<file path="src/rtl/nor_host_map.svh">
// Purpose: Register offsets, command codes and timing counts of the flash host controller.
// Assumes: 125 MHz clock, 8 ns period.
// Notes:   Definitions only.
`ifndef NOR_HOST_MAP_SVH
`define NOR_HOST_MAP_SVH
`define REG_CTRL        4'h0
`define REG_ADDR        4'h1
`define REG_WDATA       4'h2
`define REG_STATUS      4'h3
`define REG_RDATA       4'h4
`define REG_POLL        4'h5
`define REG_IDLE        4'hF
`define ADDR_UNLOCK1    12'h0555
`define ADDR_UNLOCK2    12'h02AA
`define ADDR_CFI        12'h0055
`define ADDR_BLOCKB     12'h0080
`define DAT_UNLOCK1     8'hAA
`define DAT_UNLOCK2     8'h55
`define DAT_PROGRAM     8'hA0
`define DAT_EXTEND      8'h80
`define DAT_PRODID      8'h90
`define DAT_PROTREG     8'hC0
`define DAT_CONFIG      8'hD0
`define DAT_CHIPERASE   8'h10
`define DAT_SECERASE    8'h30
`define DAT_LOCKDOWN    8'h60
`define DAT_SUSPEND     8'hB0
`define DAT_RESUME      8'h30
`define DAT_EXIT        8'hF0
`define DAT_CFI         8'h98
`define DAT_LOCKB       8'h00
`define T_PHASE_NS      40
`define T_PHASE_CYC     ((`T_PHASE_NS + 7) / 8)
`define POLL_LIMIT      16'h0800
`endif

</file>
<file path="src/rtl/nor_host_pkg.sv">
// Purpose: Types shared by the flash host controller.
// Assumes: Nothing.
// Notes:   Command codes sit in nor_host_map.svh.
package nor_host_pkg;
    typedef enum logic [3:0] {
        op_read, op_program, op_chip_erase, op_sector_erase, op_lockdown, op_single_pulse_entry,
        op_suspend, op_resume, op_prodid_entry, op_exit3, op_exit1, op_cfi_entry,
        op_prot_program, op_lock_block_b, op_set_config, op_single_pulse_write
    } op_e;
    typedef enum logic [1:0] {
        poll_none, poll_data, poll_toggle
    } poll_e;
endpackage

</file>
<file path="src/rtl/bus_cycle_if.sv">
// Purpose: Carries one flash bus cycle between the sequencer and the pin engine.
// Assumes: Single clock domain.
// Notes:   Request is a one-cycle pulse; done pulses once the cycle ends.
`timescale 1ns/100ps
interface bus_cycle_if;
    logic        req;
    logic        is_write;
    logic [19:0] addr;
    logic [15:0] wdata;
    logic        done;
    logic [15:0] rdata;
    modport seq  (output req, is_write, addr, wdata, input done, rdata);
    modport pins (input req, is_write, addr, wdata, output done, rdata);
endinterface

</file>
<file path="src/rtl/nor_bus_engine.sv">
// Purpose: Drives one asynchronous read or write cycle on the flash pins.
// Assumes: Flash data input passes two flip-flops before use.
// Notes:   Setup lasts T_PHASE_CYC clocks; strobe and hold last T_PHASE_CYC + 2.
`timescale 1ns/100ps
`include "nor_host_map.svh"
module nor_bus_engine
    import nor_host_pkg::*;
(
    // Clock and reset
    input  wire logic        clock,
    input  wire logic        rstn,
    // Sequencer side
    bus_cycle_if.pins        cyc,
    // Flash pins
    output logic [19:0]      flash_addr,
    output logic [15:0]      flash_dq_out,
    output logic             flash_dq_oe,
    input  wire logic [15:0] flash_dq_in,
    output logic             flash_ce_n,
    output logic             flash_oe_n,
    output logic             flash_we_n
);
    typedef enum logic [1:0] {ph_idle, ph_setup, ph_strobe, ph_hold} phase_e;
    phase_e      ph_q, ph_d;
    logic [7:0]  cnt_q, cnt_d;
    logic        wr_q, wr_d;
    logic [19:0] a_q, a_d;
    logic [15:0] w_q, w_d, r_q, r_d;
    logic [15:0] dq_s1_q, dq_s2_q;
    logic        done_q, done_d;

    always_comb begin
        ph_d = ph_q;
        cnt_d = cnt_q;
        wr_d = wr_q;
        a_d = a_q;
        w_d = w_q;
        r_d = r_q;
        done_d = 1'b0;
        unique case (ph_q)
            ph_idle: begin
                if (cyc.req) begin
                    ph_d = ph_setup;
                    cnt_d = 8'(`T_PHASE_CYC);
                    wr_d = cyc.is_write;
                    a_d = cyc.addr;
                    w_d = cyc.wdata;
                end
            end
            ph_setup, ph_strobe: begin
                if (cnt_q > 8'h01) begin
                    cnt_d = cnt_q - 8'h01;
                end else begin
                    ph_d = (ph_q == ph_setup) ? ph_strobe : ph_hold;
                    cnt_d = 8'(`T_PHASE_CYC + 2);
                    if (ph_q == ph_strobe) begin
                        r_d = dq_s2_q;
                    end
                end
            end
            ph_hold: begin
                if (cnt_q > 8'h01) begin
                    cnt_d = cnt_q - 8'h01;
                end else begin
                    ph_d = ph_idle;
                    done_d = 1'b1;
                end
            end
        endcase
    end

    always_ff @(posedge clock or negedge rstn) begin
        if (!rstn) begin
            ph_q <= ph_idle;
            cnt_q <= 8'h00;
            wr_q <= 1'b0;
            a_q <= 20'h0_0000;
            w_q <= 16'h0000;
            r_q <= 16'h0000;
            dq_s1_q <= 16'h0000;
            dq_s2_q <= 16'h0000;
            done_q <= 1'b0;
        end else begin
            ph_q <= ph_d;
            cnt_q <= cnt_d;
            wr_q <= wr_d;
            a_q <= a_d;
            w_q <= w_d;
            r_q <= r_d;
            dq_s1_q <= flash_dq_in;
            dq_s2_q <= dq_s1_q;
            done_q <= done_d;
        end
    end

    // Output gate stays high during writes so the flash never sees an inhibited program.
    assign flash_addr = a_q;
    assign flash_dq_out = w_q;
    assign flash_dq_oe = wr_q && (ph_q != ph_idle);
    assign flash_ce_n = (ph_q == ph_idle);
    assign flash_we_n = !(wr_q && ph_q == ph_strobe);
    assign flash_oe_n = !(!wr_q && ph_q == ph_strobe);
    assign cyc.done = done_q;
    assign cyc.rdata = r_q;

    a_no_inhibit_mix: assert property (@(posedge clock) disable iff (!rstn)
        !flash_we_n |-> (flash_oe_n && !flash_ce_n)) else $error("Write strobe with gate low or chip idle.");
    a_strobe_length: assert property (@(posedge clock) disable iff (!rstn)
        $rose(ph_q == ph_strobe) |-> (ph_q == ph_strobe) [*4]) else $error("Strobe phase too short.");
endmodule

</file>
<file path="src/rtl/nor_flash_host.sv">
// Purpose: Host controller that issues command sequences to a parallel NOR flash and polls its status.
// Assumes: Software reaches the registers over a plain strobe port; read data one cycle later.
// Notes:   Completion pin is open-drain; it is sampled through two flip-flops.
// Function
// - CFI query entry is one write of 98h to address 55h.
// - Product ID exit command leaves CFI query mode.
// - CFI reads use A15..A0 word, A14..A0 byte with lane bit zero.
// - Multi-cycle commands start AA at 555, then 55 at AAA or 2AA.
// - Non-F0 exit data also works; F0 recommended.
// - After error flag seen, polling flag is read once more.
// - After error flag seen, toggle bit sampled again.
// - Polling reads a valid address of the running operation.
//
// Design decisions made here: the address map and strobed register access.
`timescale 1ns/100ps
`include "nor_host_map.svh"
module nor_flash_host
    import nor_host_pkg::*;
#(
    parameter int POLL_LIMIT_P = 2048
) (
    // Clock and reset
    input  wire logic        clock,
    input  wire logic        rstn,
    // Register port
    input  wire logic [3:0]  reg_addr,
    input  wire logic [31:0] reg_wdata,
    input  wire logic        reg_wr,
    input  wire logic        reg_rd,
    output logic [31:0]      reg_rdata,
    // Flash pins
    output logic [19:0]      flash_addr,
    output logic [15:0]      flash_dq_out,
    output logic             flash_dq_oe,
    input  wire logic [15:0] flash_dq_in,
    output logic             flash_ce_n,
    output logic             flash_oe_n,
    output logic             flash_we_n,
    output logic             flash_byte_n,
    input  wire logic        flash_ready_in,
    output logic             flash_ready_out,
    output logic             flash_ready_oe
);
    typedef enum logic [2:0] {st_idle, st_issue, st_wait, st_poll, st_recheck, st_done} state_e;

    bus_cycle_if cyc();

    state_e      st_q, st_d;
    op_e         op_q, op_d;
    poll_e       pm_q, pm_d;
    logic [19:0] addr_q, addr_d;
    logic [15:0] wdat_q, wdat_d, rdat_q, rdat_d, prev_q, prev_d;
    logic [2:0]  step_q, step_d, nstep_q, nstep_d;
    logic        busy_q, busy_d, err_q, err_d, tmo_q, tmo_d, seen_q, seen_d;
    logic        word_q, word_d;
    logic [15:0] pcnt_q, pcnt_d;
    logic [31:0] rd_q;
    logic        rdy_s1_q, rdy_s2_q;

    // Number of bus cycles in each command.
    function automatic logic [2:0] op_cycles(op_e op);
        unique case (op)
            op_chip_erase, op_sector_erase, op_lockdown, op_single_pulse_entry: op_cycles = 3'd6;
            op_program, op_prot_program, op_lock_block_b, op_set_config: op_cycles = 3'd4;
            op_prodid_entry, op_exit3: op_cycles = 3'd3;
            default: op_cycles = 3'd1;
        endcase
    endfunction

    // Address and low-byte data of step n; upper data bits stay zero, upper address bits too except where step 3 or 5 uses a.
    function automatic logic [35:0] step_word(op_e op, logic [2:0] n, logic [19:0] a, logic [15:0] d);
        logic [7:0]  dat;
        logic [19:0] adr;
        dat = 8'h00;
        adr = {8'h00, `ADDR_UNLOCK1};
        unique case (n)
            3'd0: dat = `DAT_UNLOCK1;
            3'd1: begin
                adr = {8'h00, `ADDR_UNLOCK2};
                dat = `DAT_UNLOCK2;
            end
            3'd2, 3'd5: begin
                unique case (op)
                    op_program: dat = `DAT_PROGRAM;
                    op_prodid_entry: dat = `DAT_PRODID;
                    op_exit3: dat = `DAT_EXIT;
                    op_prot_program, op_lock_block_b: dat = `DAT_PROTREG;
                    op_set_config: dat = `DAT_CONFIG;
                    op_chip_erase: dat = (n == 3'd2) ? `DAT_EXTEND : `DAT_CHIPERASE;
                    op_sector_erase: dat = (n == 3'd2) ? `DAT_EXTEND : `DAT_SECERASE;
                    op_lockdown: dat = (n == 3'd2) ? `DAT_EXTEND : `DAT_LOCKDOWN;
                    default: dat = (n == 3'd2) ? `DAT_EXTEND : `DAT_PROGRAM;
                endcase
                if (n == 3'd5 && op != op_chip_erase && op != op_single_pulse_entry) begin
                    adr = a;
                end
            end
            3'd3: begin
                if (op == op_lock_block_b) begin
                    adr = {8'h00, `ADDR_BLOCKB};
                    dat = `DAT_LOCKB;
                end else if (op == op_chip_erase || op == op_sector_erase || op == op_lockdown
                             || op == op_single_pulse_entry) begin
                    dat = `DAT_UNLOCK1;
                end else begin
                    adr = a;
                    dat = d[7:0];
                end
            end
            3'd4: begin
                adr = {8'h00, `ADDR_UNLOCK2};
                dat = `DAT_UNLOCK2;
            end
            default: dat = 8'h00;
        endcase
        step_word = {adr, 8'h00, dat};
    endfunction

    // Reads, single-pulse writes and program data use the full word.
    logic [35:0] sw;
    logic [19:0] cmd_a;
    logic [15:0] cmd_d;
    always_comb begin
        sw = step_word(op_q, step_q, addr_q, wdat_q);
        cmd_a = sw[35:16];
        cmd_d = sw[15:0];
        unique case (op_q)
            op_suspend: begin cmd_a = addr_q; cmd_d = {8'h00, `DAT_SUSPEND}; end
            op_resume: begin cmd_a = addr_q; cmd_d = {8'h00, `DAT_RESUME}; end
            op_exit1: begin cmd_a = addr_q; cmd_d = {8'h00, wdat_q[7:0]}; end
            op_cfi_entry: begin cmd_a = {8'h00, `ADDR_CFI}; cmd_d = {8'h00, `DAT_CFI}; end
            op_read, op_single_pulse_write: begin cmd_a = addr_q; cmd_d = wdat_q; end
            default: begin
                if (step_q == 3'd3 && (op_q == op_program || op_q == op_prot_program)) begin
                    cmd_d = wdat_q;
                end
            end
        endcase
        if (!word_q) begin
            cmd_a = {1'b0, cmd_a[18:0]};
        end
    end

    logic ctrl_go;
    assign ctrl_go = reg_wr && reg_addr == `REG_CTRL && st_q == st_idle;

    always_comb begin
        st_d = st_q;
        op_d = op_q;
        pm_d = pm_q;
        addr_d = addr_q;
        wdat_d = wdat_q;
        rdat_d = rdat_q;
        prev_d = prev_q;
        step_d = step_q;
        nstep_d = nstep_q;
        busy_d = busy_q;
        err_d = err_q;
        tmo_d = tmo_q;
        seen_d = seen_q;
        word_d = word_q;
        pcnt_d = pcnt_q;
        cyc.req = 1'b0;
        cyc.is_write = op_q != op_read;
        cyc.addr = cmd_a;
        cyc.wdata = cmd_d;
        if (reg_wr && reg_addr == `REG_ADDR && st_q == st_idle) begin
            addr_d = reg_wdata[19:0];
        end
        if (reg_wr && reg_addr == `REG_WDATA && st_q == st_idle) begin
            wdat_d = reg_wdata[15:0];
        end
        unique case (st_q)
            st_idle: begin
                if (ctrl_go) begin
                    op_d = op_e'(reg_wdata[3:0]);
                    pm_d = poll_e'(reg_wdata[5:4]);
                    word_d = reg_wdata[6];
                    nstep_d = op_cycles(op_e'(reg_wdata[3:0]));
                    step_d = 3'd0;
                    busy_d = 1'b1;
                    err_d = 1'b0;
                    tmo_d = 1'b0;
                    seen_d = 1'b0;
                    pcnt_d = 16'h0000;
                    st_d = st_issue;
                end
            end
            st_issue: begin
                cyc.req = 1'b1;
                st_d = st_wait;
            end
            st_wait: begin
                if (cyc.done) begin
                    if (op_q == op_read || step_q + 3'd1 >= nstep_q) begin
                        rdat_d = cyc.rdata;
                        st_d = (pm_q == poll_none) ? st_done : st_poll;
                        prev_d = cyc.rdata;
                        if (pm_q != poll_none) begin
                            op_d = op_read;
                        end
                    end else begin
                        step_d = step_q + 3'd1;
                        st_d = st_issue;
                    end
                end
            end
            st_poll, st_recheck: begin
                cyc.is_write = 1'b0;
                cyc.addr = addr_q;
                if (!cyc.done && pcnt_q == 16'h0000 && st_q == st_poll) begin
                    cyc.req = 1'b1;
                    pcnt_d = 16'h0001;
                end else if (cyc.done) begin
                    rdat_d = cyc.rdata;
                    prev_d = cyc.rdata;
                    if ((pm_q == poll_data && cyc.rdata[7] == wdat_q[7])
                        || (pm_q == poll_toggle && cyc.rdata[6] == prev_q[6]
                            && (st_q == st_recheck || pcnt_q != 16'h0001))) begin
                        st_d = st_done;
                    end else if (st_q == st_recheck) begin
                        err_d = 1'b1;
                        st_d = st_done;
                    end else if (cyc.rdata[5]) begin
                        st_d = st_recheck;
                        cyc.req = 1'b1;
                    end else if (pcnt_q >= 16'(POLL_LIMIT_P)) begin
                        tmo_d = 1'b1;
                        st_d = st_done;
                    end else begin
                        cyc.req = 1'b1;
                        pcnt_d = pcnt_q + 16'h0001;
                    end
                end
            end
            st_done: begin
                busy_d = 1'b0;
                st_d = st_idle;
            end
        endcase
    end

    always_ff @(posedge clock or negedge rstn) begin
        if (!rstn) begin
            st_q <= st_idle;
            op_q <= op_read;
            pm_q <= poll_none;
            addr_q <= 20'h0_0000;
            wdat_q <= 16'h0000;
            rdat_q <= 16'h0000;
            prev_q <= 16'h0000;
            step_q <= 3'd0;
            nstep_q <= 3'd1;
            busy_q <= 1'b0;
            err_q <= 1'b0;
            tmo_q <= 1'b0;
            seen_q <= 1'b0;
            word_q <= 1'b1;
            pcnt_q <= 16'h0000;
        end else begin
            st_q <= st_d;
            op_q <= op_d;
            pm_q <= pm_d;
            addr_q <= addr_d;
            wdat_q <= wdat_d;
            rdat_q <= rdat_d;
            prev_q <= prev_d;
            step_q <= step_d;
            nstep_q <= nstep_d;
            busy_q <= busy_d;
            err_q <= err_d;
            tmo_q <= tmo_d;
            seen_q <= seen_d || !rdy_s2_q;
            word_q <= word_d;
            pcnt_q <= pcnt_d;
        end
    end

    // The completion pin is only read through the second flip-flop.
    always_ff @(posedge clock or negedge rstn) begin
        if (!rstn) begin
            rdy_s1_q <= 1'b1;
            rdy_s2_q <= 1'b1;
            rd_q <= 32'h0000_0000;
        end else begin
            rdy_s1_q <= flash_ready_in;
            rdy_s2_q <= rdy_s1_q;
            unique case (reg_rd ? reg_addr : `REG_IDLE)
                `REG_STATUS: rd_q <= {24'h00_0000, 1'b0, rdy_s2_q, seen_q, tmo_q, err_q, st_q};
                `REG_RDATA: rd_q <= {16'h0000, rdat_q};
                `REG_ADDR: rd_q <= {12'h000, addr_q};
                `REG_WDATA: rd_q <= {16'h0000, wdat_q};
                `REG_POLL: rd_q <= {16'h0000, pcnt_q};
                default: rd_q <= 32'h0000_0000;
            endcase
        end
    end
    assign reg_rdata = rd_q;

    // The host never drives the shared completion line; only its pull-up does.
    assign flash_ready_out = 1'b0;
    assign flash_ready_oe = 1'b0;
    assign flash_byte_n = word_q;

    nor_bus_engine u_engine (
        .clock        (clock),
        .rstn         (rstn),
        .cyc          (cyc.pins),
        .flash_addr   (flash_addr),
        .flash_dq_out (flash_dq_out),
        .flash_dq_oe  (flash_dq_oe),
        .flash_dq_in  (flash_dq_in),
        .flash_ce_n   (flash_ce_n),
        .flash_oe_n   (flash_oe_n),
        .flash_we_n   (flash_we_n)
    );

    a_unlock_first: assert property (@(posedge clock) disable iff (!rstn)
        (cyc.req && st_q == st_issue && step_q == 3'd0 && nstep_q > 3'd1) |->
        (cyc.wdata[7:0] == `DAT_UNLOCK1 && cyc.addr[11:0] == `ADDR_UNLOCK1)) else $error("Bad unlock start.");
    a_unlock_second: assert property (@(posedge clock) disable iff (!rstn)
        (cyc.req && st_q == st_issue && step_q == 3'd1) |->
        (cyc.wdata[7:0] == `DAT_UNLOCK2 && cyc.addr[11:0] == `ADDR_UNLOCK2)) else $error("Bad unlock second.");
    a_cfi_cycle: assert property (@(posedge clock) disable iff (!rstn)
        (cyc.req && op_q == op_cfi_entry) |-> (cyc.wdata == 16'h0098 && cyc.addr[7:0] == 8'h55)) else $error("Bad query entry.");
    a_cmd_upper: assert property (@(posedge clock) disable iff (!rstn)
        (cyc.req && st_q == st_issue && step_q < 3'd3 && nstep_q > 3'd1) |->
        (cyc.wdata[15:8] == 8'h00 && cyc.addr[19:12] == 8'h00)) else $error("Upper bits not zero.");
    a_suspend_code: assert property (@(posedge clock) disable iff (!rstn)
        (cyc.req && op_q == op_suspend) |-> cyc.wdata[7:0] == `DAT_SUSPEND) else $error("Bad suspend code.");
    a_recheck_once: assert property (@(posedge clock) disable iff (!rstn)
        (st_q == st_poll && cyc.done && cyc.rdata[5] && !tmo_d && st_d == st_recheck) |=> cyc.req == 1'b0 ##0 st_q == st_recheck) else $error("Recheck not taken.");
    a_ready_never_high: assert property (@(posedge clock) disable iff (!rstn)
        !flash_ready_oe) else $error("Completion line driven.");
endmodule

</file>
<file path="config.mk">
export PLATFORM = sky130hd
export DESIGN_NAME = nor_flash_host
export DESIGN_NICKNAME = d
export VERILOG_FILES = /design/src/rtl/nor_host_pkg.sv /design/src/rtl/bus_cycle_if.sv /design/src/rtl/nor_bus_engine.sv /design/src/rtl/nor_flash_host.sv
export VERILOG_INCLUDE_DIRS = /design/src /design/src/rtl
export SDC_FILE = /design/constraint.sdc
export NUM_CORES = 1
export LEC_CHECK = 0
export CAP_MARGIN = 25
export CORE_UTILIZATION = 40
export CTS_CLUSTER_SIZE = 25
export DETAILED_ROUTE_END_ITERATION = 6
export DONT_BUFFER_PORTS = 1
export SLEW_MARGIN = 30
export SYNTH_ARGS = -nofsm -noshare
export SYNTH_HDL_FRONTEND = slang
export SYNTH_HIERARCHICAL = 1
export SYNTH_SLANG_ARGS = --single-unit
</file>
<file path="constraint.sdc">
create_clock -name clock -period 6.7 [get_ports clock]
set_clock_uncertainty 0.15 [all_clocks]
set_input_delay 0 -clock clock [delete_from_list [all_inputs] [get_ports clock]]
set_output_delay 0 -clock clock [all_outputs]
set_load 0.02 [all_outputs]
</file>
==> impl_metrics.json, run 1 <==
{
  "outcome": "completed",
  "io_pins": 132,
  "gp_congestion": 0.898,
  "pwr-share-seq_pct": 40.2,
  "area_delta_synth_final_pct": 19.7,
  "p_leak_nw": 5.49,
  "place_hpwl_um": 15800,
  "final-setup-viol-count": 0,
  "synth_ff_type": "dfrtp_1",
  "yosysWarnings": 6,
  "die_y_um": 159,
  "switching_share_pct": 34.6,
  "root_buffer": "clkbuf_16",
  "drt_first_iter_violations": 420,
  "synthXorXnorAreaFrac_pct": 0.433,
  "rr_endpoint": "u_engine/cnt_q[1]",
  "worstSetupPathDepth": 7,
  "grt_max_degree": 206,
  "synth_mux_area_share_pct": 14.3,
  "clkTransAtPathRegs_ns": 0.06,
  "finalCritPeriodShare_pct": 55.6,
  "firstDrtPassIters": 4,
  "hold_violations": 0,
  "ys_types": 81,
  "fin_crit_ns": 3.72,
  "crit_arrival_ns": 3.97,
  "die_x_um": 159,
  "rsz0062_at_grt": "no",
  "max_freq_mhz": 269,
  "pre_cts_ws_ns": 2.90,
  "worstMarginPinSlew_ns": 0.894,
  "cap_violations": 0,
  "htreeDepth": 1,
  "drive_above_1_share_pct": 18.3,
  "start_util_pct": 41.4,
  "worst_slack_ns": 2.98,
  "synth_simple_gate_area_share_pct": 13.8,
  "cts_resized": 0,
  "crit_fanout": 12,
  "cpMaxStageDelayCell": "a311oi_1",
  "worstSetupStartpoint": "st_q[1]",
  "synth_fa_ha_area_share_pct": 2.62,
  "path_buf_inv": 0,
  "ant_nets": 0,
  "power.switching_w": 0.00152,
  "netlist_instances": 877,
  "core_area_sq_mm": 0.0238,
  "clock_path_buffers": 3,
  "numClockSinks": 205,
  "worstSetupPathType": "reg2reg",
  "async_reset_ff_share_pct": 100,
  "final_cell_mix": "dfrtp_1, mux2_2, dlygate4sd3_1",
  "wl_um": 23700,
  "rr_worst_depth": 7,
  "crit_required_ns": 6.94,
  "cp_common_cell": "nand3b_1",
  "grt_pass1_vias": 6918,
  "syn_area_per_cell_sq_um": 11.2,
  "cts_buffers": 25,
  "routed_via_density": 5.32,
  "hp-class": "in2reg",
  "num_rows": 56,
  "ir_drop_v": 0.000236,
  "portBuffers": 0,
  "antenna_found_initial": 1,
  "fill_cells": 2107,
  "cp_cell_sequence": "nand3b_1, nand3b_1, or3_1, a311oi_1, nor2b_1, a21oi_1, mux2_2",
  "drcViolationCount": 0,
  "finalSetupTns_ns": 0,
  "dieArea_sq_mm": 0.0252,
  "cp-endpoint": "u_engine/cnt_q[1]",
  "synth_compound_area_share_pct": 12.2,
  "r2r-start": "st_q[1]",
  "ys_seq_area_share_pct": 52.3,
  "grt_pass1_wl_um": 38600,
  "relSlewSlack_pct": 40.4,
  "clkLatencyLatePin_ns": 0.51,
  "p_int_w": 0.00288,
  "p_clk_share_pct": 30.9,
  "cpPeakStageDelay_ns": 0.76,
  "wl_per_cell_um": 18.4,
  "cts_tree": "done",
  "syn_area_sq_mm": 0.00982,
  "r2r_setup_slack_ns": 2.98,
  "overflow": 0,
  "vias": 6854,
  "fin_hold_ws_ns": 0.0344,
  "grt_usage_pct": 19.2,
  "start_kind": "register",
  "cp-end-kind": "register",
  "yosys_register_bits": 205,
  "fin_nets": 1027,
  "p_per_area_mw_per_mm2": 375,
  "final_common_cell": "dfrtp_1",
  "synth_top_family_by_area": "multiplexers",
  "cpLargestDelayFamily": "simple AND/OR/NAND/NOR gates",
  "combPwrFrac_pct": 28.9,
  "slew_violations": 0,
  "synth_edf_count": 0
}
## cell type report
type                       instances  area (sq um)  share of cell area [%]
inverter                          30           113                   0.958
clock inverter                    14           163                    1.38
clock buffer                      31           688                    5.85
multi-input combinational        600          4340                    36.9
sequential                       205          5130                    43.7
timing repair buffer              89           918                    7.81
tap                              319           399                    3.40
antenna                            1          2.50                  0.0213
## per-stage QoR
stage	power (W)	utilization, %	cells	cell area (sq um)
3_5_place_dp	0.00298	42.1	1160	10000
5_1_grt	0.00469	49.5	1288	11800
2_1_floorplan	0.00267	-	890	9870
4_1_cts	0.00444	49.2	1286	11700
6_report	0.00441	49.5	1289	11800
3_3_place_gp	0.00294	42.1	1159	10000
## Yosys cell counts, types with 3 or more instances
cell         n  area share [%]
or3b_2       3            0.27
mux2_2      90              10
a21boi_0     3            0.23
ha_1        19             2.4
buf_4       15             1.1
nand4_1      7            0.45
and2_1      14            0.89
clkbuf_1    24            0.92
a2bb2oi_1    3            0.27
or3_1        3            0.19
dfrtp_1    201              51
buf_2        6            0.31
nor2b_1     29             1.8
buf_1        6            0.23
nand2_1     71             2.7
o221ai_1     7            0.62
a21oi_1     33             1.7
o31ai_1      9            0.69
or2_2        3            0.19
nor3b_1      4            0.31
nand3b_1     4            0.31
nor3_1       9            0.46
mux2_4      10             1.5
a31oi_1      8            0.51
o21ai_0     49             2.5
inv_1       30             1.1
a21o_1      12            0.92
nand2b_1    12            0.76
o21bai_1     9            0.69
mux2i_1     24             2.4
nand3_1     24             1.2
a311oi_1     3            0.27
a211oi_1     4            0.31
nor4_1       5            0.32
a22o_1       6            0.54
and3_1       5            0.32
dfstp_2      4             1.1
a22oi_1     10            0.76
nor2_1      47             1.8
## timing repair
action	CTS	global route
setup buffers	0	0
hold endpoints to repair	293	70
hold buffers	81	1
## registers in the layout, summed over array words and instances (netlist names), 4 cells and up
signal,flops
u_engine/dq_s1_q,16
prev_q,16
wdat_q,16
u_engine/cyc.rdata,16
addr_q,20
u_engine/dq_s2_q,16
u_engine/cnt_q,8
u_engine/flash_addr,20
op_q,4
reg_rdata,20
pcnt_q,16
u_engine/flash_dq_out,16
## power by group through the flow
stage          Sequential, W  Clock (W)  Combinational [W]
4_1_cts              0.00177    0.00140            0.00126
3_5_place_dp         0.00179          0            0.00118
5_1_grt              0.00181    0.00145            0.00143
6_report             0.00177    0.00136            0.00127
2_1_floorplan        0.00168          0           0.000992
3_3_place_gp         0.00178          0            0.00116
## how the worst min path moves through the flow
stage | from | end | slack, ns | depth (start not counted)
after detailed placement | rstn | reg_rdata[16] | -0.44 | 0
after floorplan | rstn | addr_q[0] | -0.45 | 0
after global routing | reg_wdata[16] | addr_q[16] | 0.03 | 2
final | reg_wdata[16] | addr_q[16] | 0.03 | 2
after CTS | reg_wdata[17] | addr_q[17] | 0.02 | 2
after global placement | rstn | reg_rdata[16] | -0.44 | 0
## worst register-to-register path, cell delays in order (launching register included)
cell	delay, ns
dfrtp_1	0.58
nand3b_1	0.38
nand3b_1	0.30
or3_1	0.37
a311oi_1	0.76
nor2b_1	0.34
a21oi_1	0.36
mux2_2	0.37
## metal layers
layer | vias up | part of all wire (%) | global-route usage [%]
li1 | 3248 | - | -
met1 | 3399 | 46 | 25.9
met2 | 170 | 47 | 31.6
met3 | 37 | 4.3 | 3.11
met4 | 0 | 2.7 | 5.65
met5 | - | 0 | 0
## cell families after synthesis
logic type | count (synthesis)
mux | 124
flops | 205
simple gates | 257
fa+ha+maj | 21
xor+xnor | 4
buf+inv | 85
compound gates | 180
other cells | 1
Note: power is estimated with default switching activity, not from simulation.
==> run 2, diff against run 1 <==
Settings changed: ABC_AREA set to 1.
Clock period 6.7 ns to 3.8 ns, I/O delays scaled along.
==> impl_metrics.json, run 2 <==
{
  "outcome": "finished, violations left",
  "failed_checks": "hold timing",
  "p_clk_share_pct": 24.8,
  "rsz0062_at_grt": "no",
  "hp-class": "in2async",
  "r2r_setup_slack_ns": 0.93,
  "final_common_cell": "nand2_1",
  "cpMaxStageDelayCell": "dfrtp_1",
  "worstMarginPinSlew_ns": 0.773,
  "die_y_um": 158,
  "cp-end-kind": "register",
  "num_rows": 56,
  "yosysWarnings": 6,
  "syn_area_sq_mm": 0.00979,
  "hold_violations": 205,
  "synth_commonest_cells": "nand2_1, dfrtp_1, inv_1",
  "cts_buffers": 24,
  "synth_edf_count": 0,
  "power.switching_w": 0.00383,
  "ant_nets": 0,
  "syn_area_per_cell_sq_um": 8.74,
  "netlist_instances": 1120,
  "fin_crit_ns": 2.87,
  "clkLatencyLatePin_ns": 0.51,
  "grt_usage_pct": 19.5,
  "start_util_pct": 41.2,
  "grt_max_degree": 206,
  "cap_violations": 0,
  "clkTransAtPathRegs_ns": 0.05,
  "p_per_area_mw_per_mm2": 812,
  "final-setup-viol-count": 0,
  "cp_cell_sequence": "inv_1, ha_1, nand2_1, nor2_1, nand3_1, a21boi_0, nand3_1, nand2_1, nand2_1, nand2_1, nand2_2, buf_12, mux2_2",
  "cpPeakStageDelay_ns": 0.40,
  "grt_pass1_vias": 7070,
  "dieArea_sq_mm": 0.0251,
  "yosysMostFrequentCell": "nand2_1",
  "yosys_register_bits": 205,
  "grt_busiest_layer": "met2",
  "num_antenna_cells": 0,
  "crit_required_ns": 4.04,
  "yosys.area.top_type_share_pct": 51.4,
  "grt_pass1_wl_um": 38200,
  "gp_congestion": 0.894,
  "root_buffer": "clkbuf_16",
  "synthTopCellsByArea": "dfrtp_1, nand2_1, inv_1",
  "hold_buffers": 64,
  "wl_per_cell_um": 15.7,
  "slew_violations": 0,
  "core_area_sq_mm": 0.0238,
  "io_pins": 132,
  "wl_um": 23900,
  "fin_nets": 1259,
  "clock_path_buffers": 3,
  "power_w": 0.00931,
  "firstDrtPassIters": 5,
  "fill_cells": 2283,
  "crit_arrival_ns": 3.11,
  "grt_util_met2_pct": 30.4,
  "p_int_w": 0.00549,
  "max_freq_mhz": 349,
  "async_reset_ff_share_pct": 100,
  "overflow": 0,
  "cts_tree": "done",
  "fin_hold_ws_ns": -0.944,
  "use_met1_pct": 28.0,
  "grt_util_met3_pct": 2.53,
  "ys_seq_area_share_pct": 52.5,
  "drive_above_1_share_pct": 11.1,
  "drcViolationCount": 0,
  "combPwrFrac_pct": 36.0,
  "synth_area_leader_cell": "dfrtp_1",
  "p_leak_nw": 5.56,
  "pwr-share-seq_pct": 39.2,
  "crit_fanout": 21,
  "portBuffers": 0,
  "finalSetupTns_ns": 0,
  "utilization_pct": 48.3,
  "numClockSinks": 205,
  "ys_types": 48,
  "ir_drop_v": 0.000399,
  "drt_first_iter_violations": 608,
  "worstSetupPathType": "reg2reg",
  "relSlewSlack_pct": 48.3,
  "final_cell_mix": "nand2_1, dfrtp_1, inv_1",
  "finalCritPeriodShare_pct": 75.5,
  "post_cts_buffers": 0,
  "routed_via_density": 4.93,
  "vias": 7495,
  "antenna_found_initial": 0,
  "synth_ff_type": "dfrtp_1",
  "cts_resized": 0,
  "start_kind": "register",
  "htreeDepth": 1,
  "place_hpwl_um": 16900,
  "cp_common_cell": "nand2_1",
  "die_x_um": 158,
  "area_delta_synth_final_pct": 17.1,
  "switching_share_pct": 41.1
}
run 2: cell count changes after synthesis, moves of 14 or more:
cell     before  now
and2_1       14    0
inv_1        30  139
mux2i_1      24    0
nor2_1       47   79
o21ai_0      49   98
nand2_1      71  274
nand3_1      24   69
mux2_2       90   36
nor2b_1      29    0
nor2_2        0   14
run 2: final timing paths:
check	start	endpoint	depth (start not counted)
worst max-delay path	pcnt_q[1]	u_engine/flash_addr[5]	13
worst min-delay path	rstn	u_engine/cnt_q[5]	0
worst max register to register	pcnt_q[1]	u_engine/flash_addr[5]	13
worst min register to register	u_engine/dq_s1_q[2]	u_engine/dq_s2_q[2]	0
max in group asynchronous	rstn	wdat_q[3]	0
min in group clock	reg_wdata[19]	addr_q[19]	3
run 2: worst max-delay path, delay by kind of cell, from the launching register on:
family / cells / cell delay [ns]
and+or+nand+nor: 8 / 0.98
buffers and inverters: 2 / 0.42
DFF: 1 / 0.40
AOI/OAI and AO/OA: 1 / 0.33
muxes: 1 / 0.28
adders and majority gates: 1 / 0.16
run 2: cells by family after synthesis:
kind of cell,synth area share (%)
simple gates,21.4
buf+inv,8.45
xor+xnor,0.805
mux,4.14
flops,52.5
compound gates,10.3
other cells,0.0383
fa+ha+maj,2.43
run 2: power by group through the flow:
stage	logic, W	registers [W]	clock network (W)
floorplan	0.00266	0.00347	0
finish	0.00335	0.00365	0.00231
CTS	0.00338	0.00365	0.00236
detailed placement	0.00330	0.00368	0
global route	0.00382	0.00374	0.00245
global placement	0.00324	0.00366	0
run 2: area by class of cell:
cell class              count  area, sq um  area share (%)
flip-flops and latches    205         5130            44.8
clock inverters             5         78.8           0.688
multi-input cells         738         3890            34.0
inverters                 146          551            4.80
well taps                 319          399            3.48
repair buffers             68          683            5.96
clock buffers              38          724            6.32
run 2: layer usage:
metal  vias up  wire length (um)
met5         -                 0
met4         0               738
met3        43              1160
met2       230             10900
met1      3519             11100
li1       3703                 -
run 2: per-stage QoR:
step / instance area [sq um] / worst slack (ns) / instances / hold WS (ns)
after CTS: 11500 / 0.926 / 1519 / -0.970
final: 11500 / 0.931 / 1519 / -0.944
after floorplan: 9840 / 1.48 / 1133 / -0.446
after detailed placement: 10000 / 0.950 / 1412 / -0.434
after global routing: 11500 / 0.714 / 1519 / -0.973
after global placement: 10000 / 0.984 / 1412 / -0.433
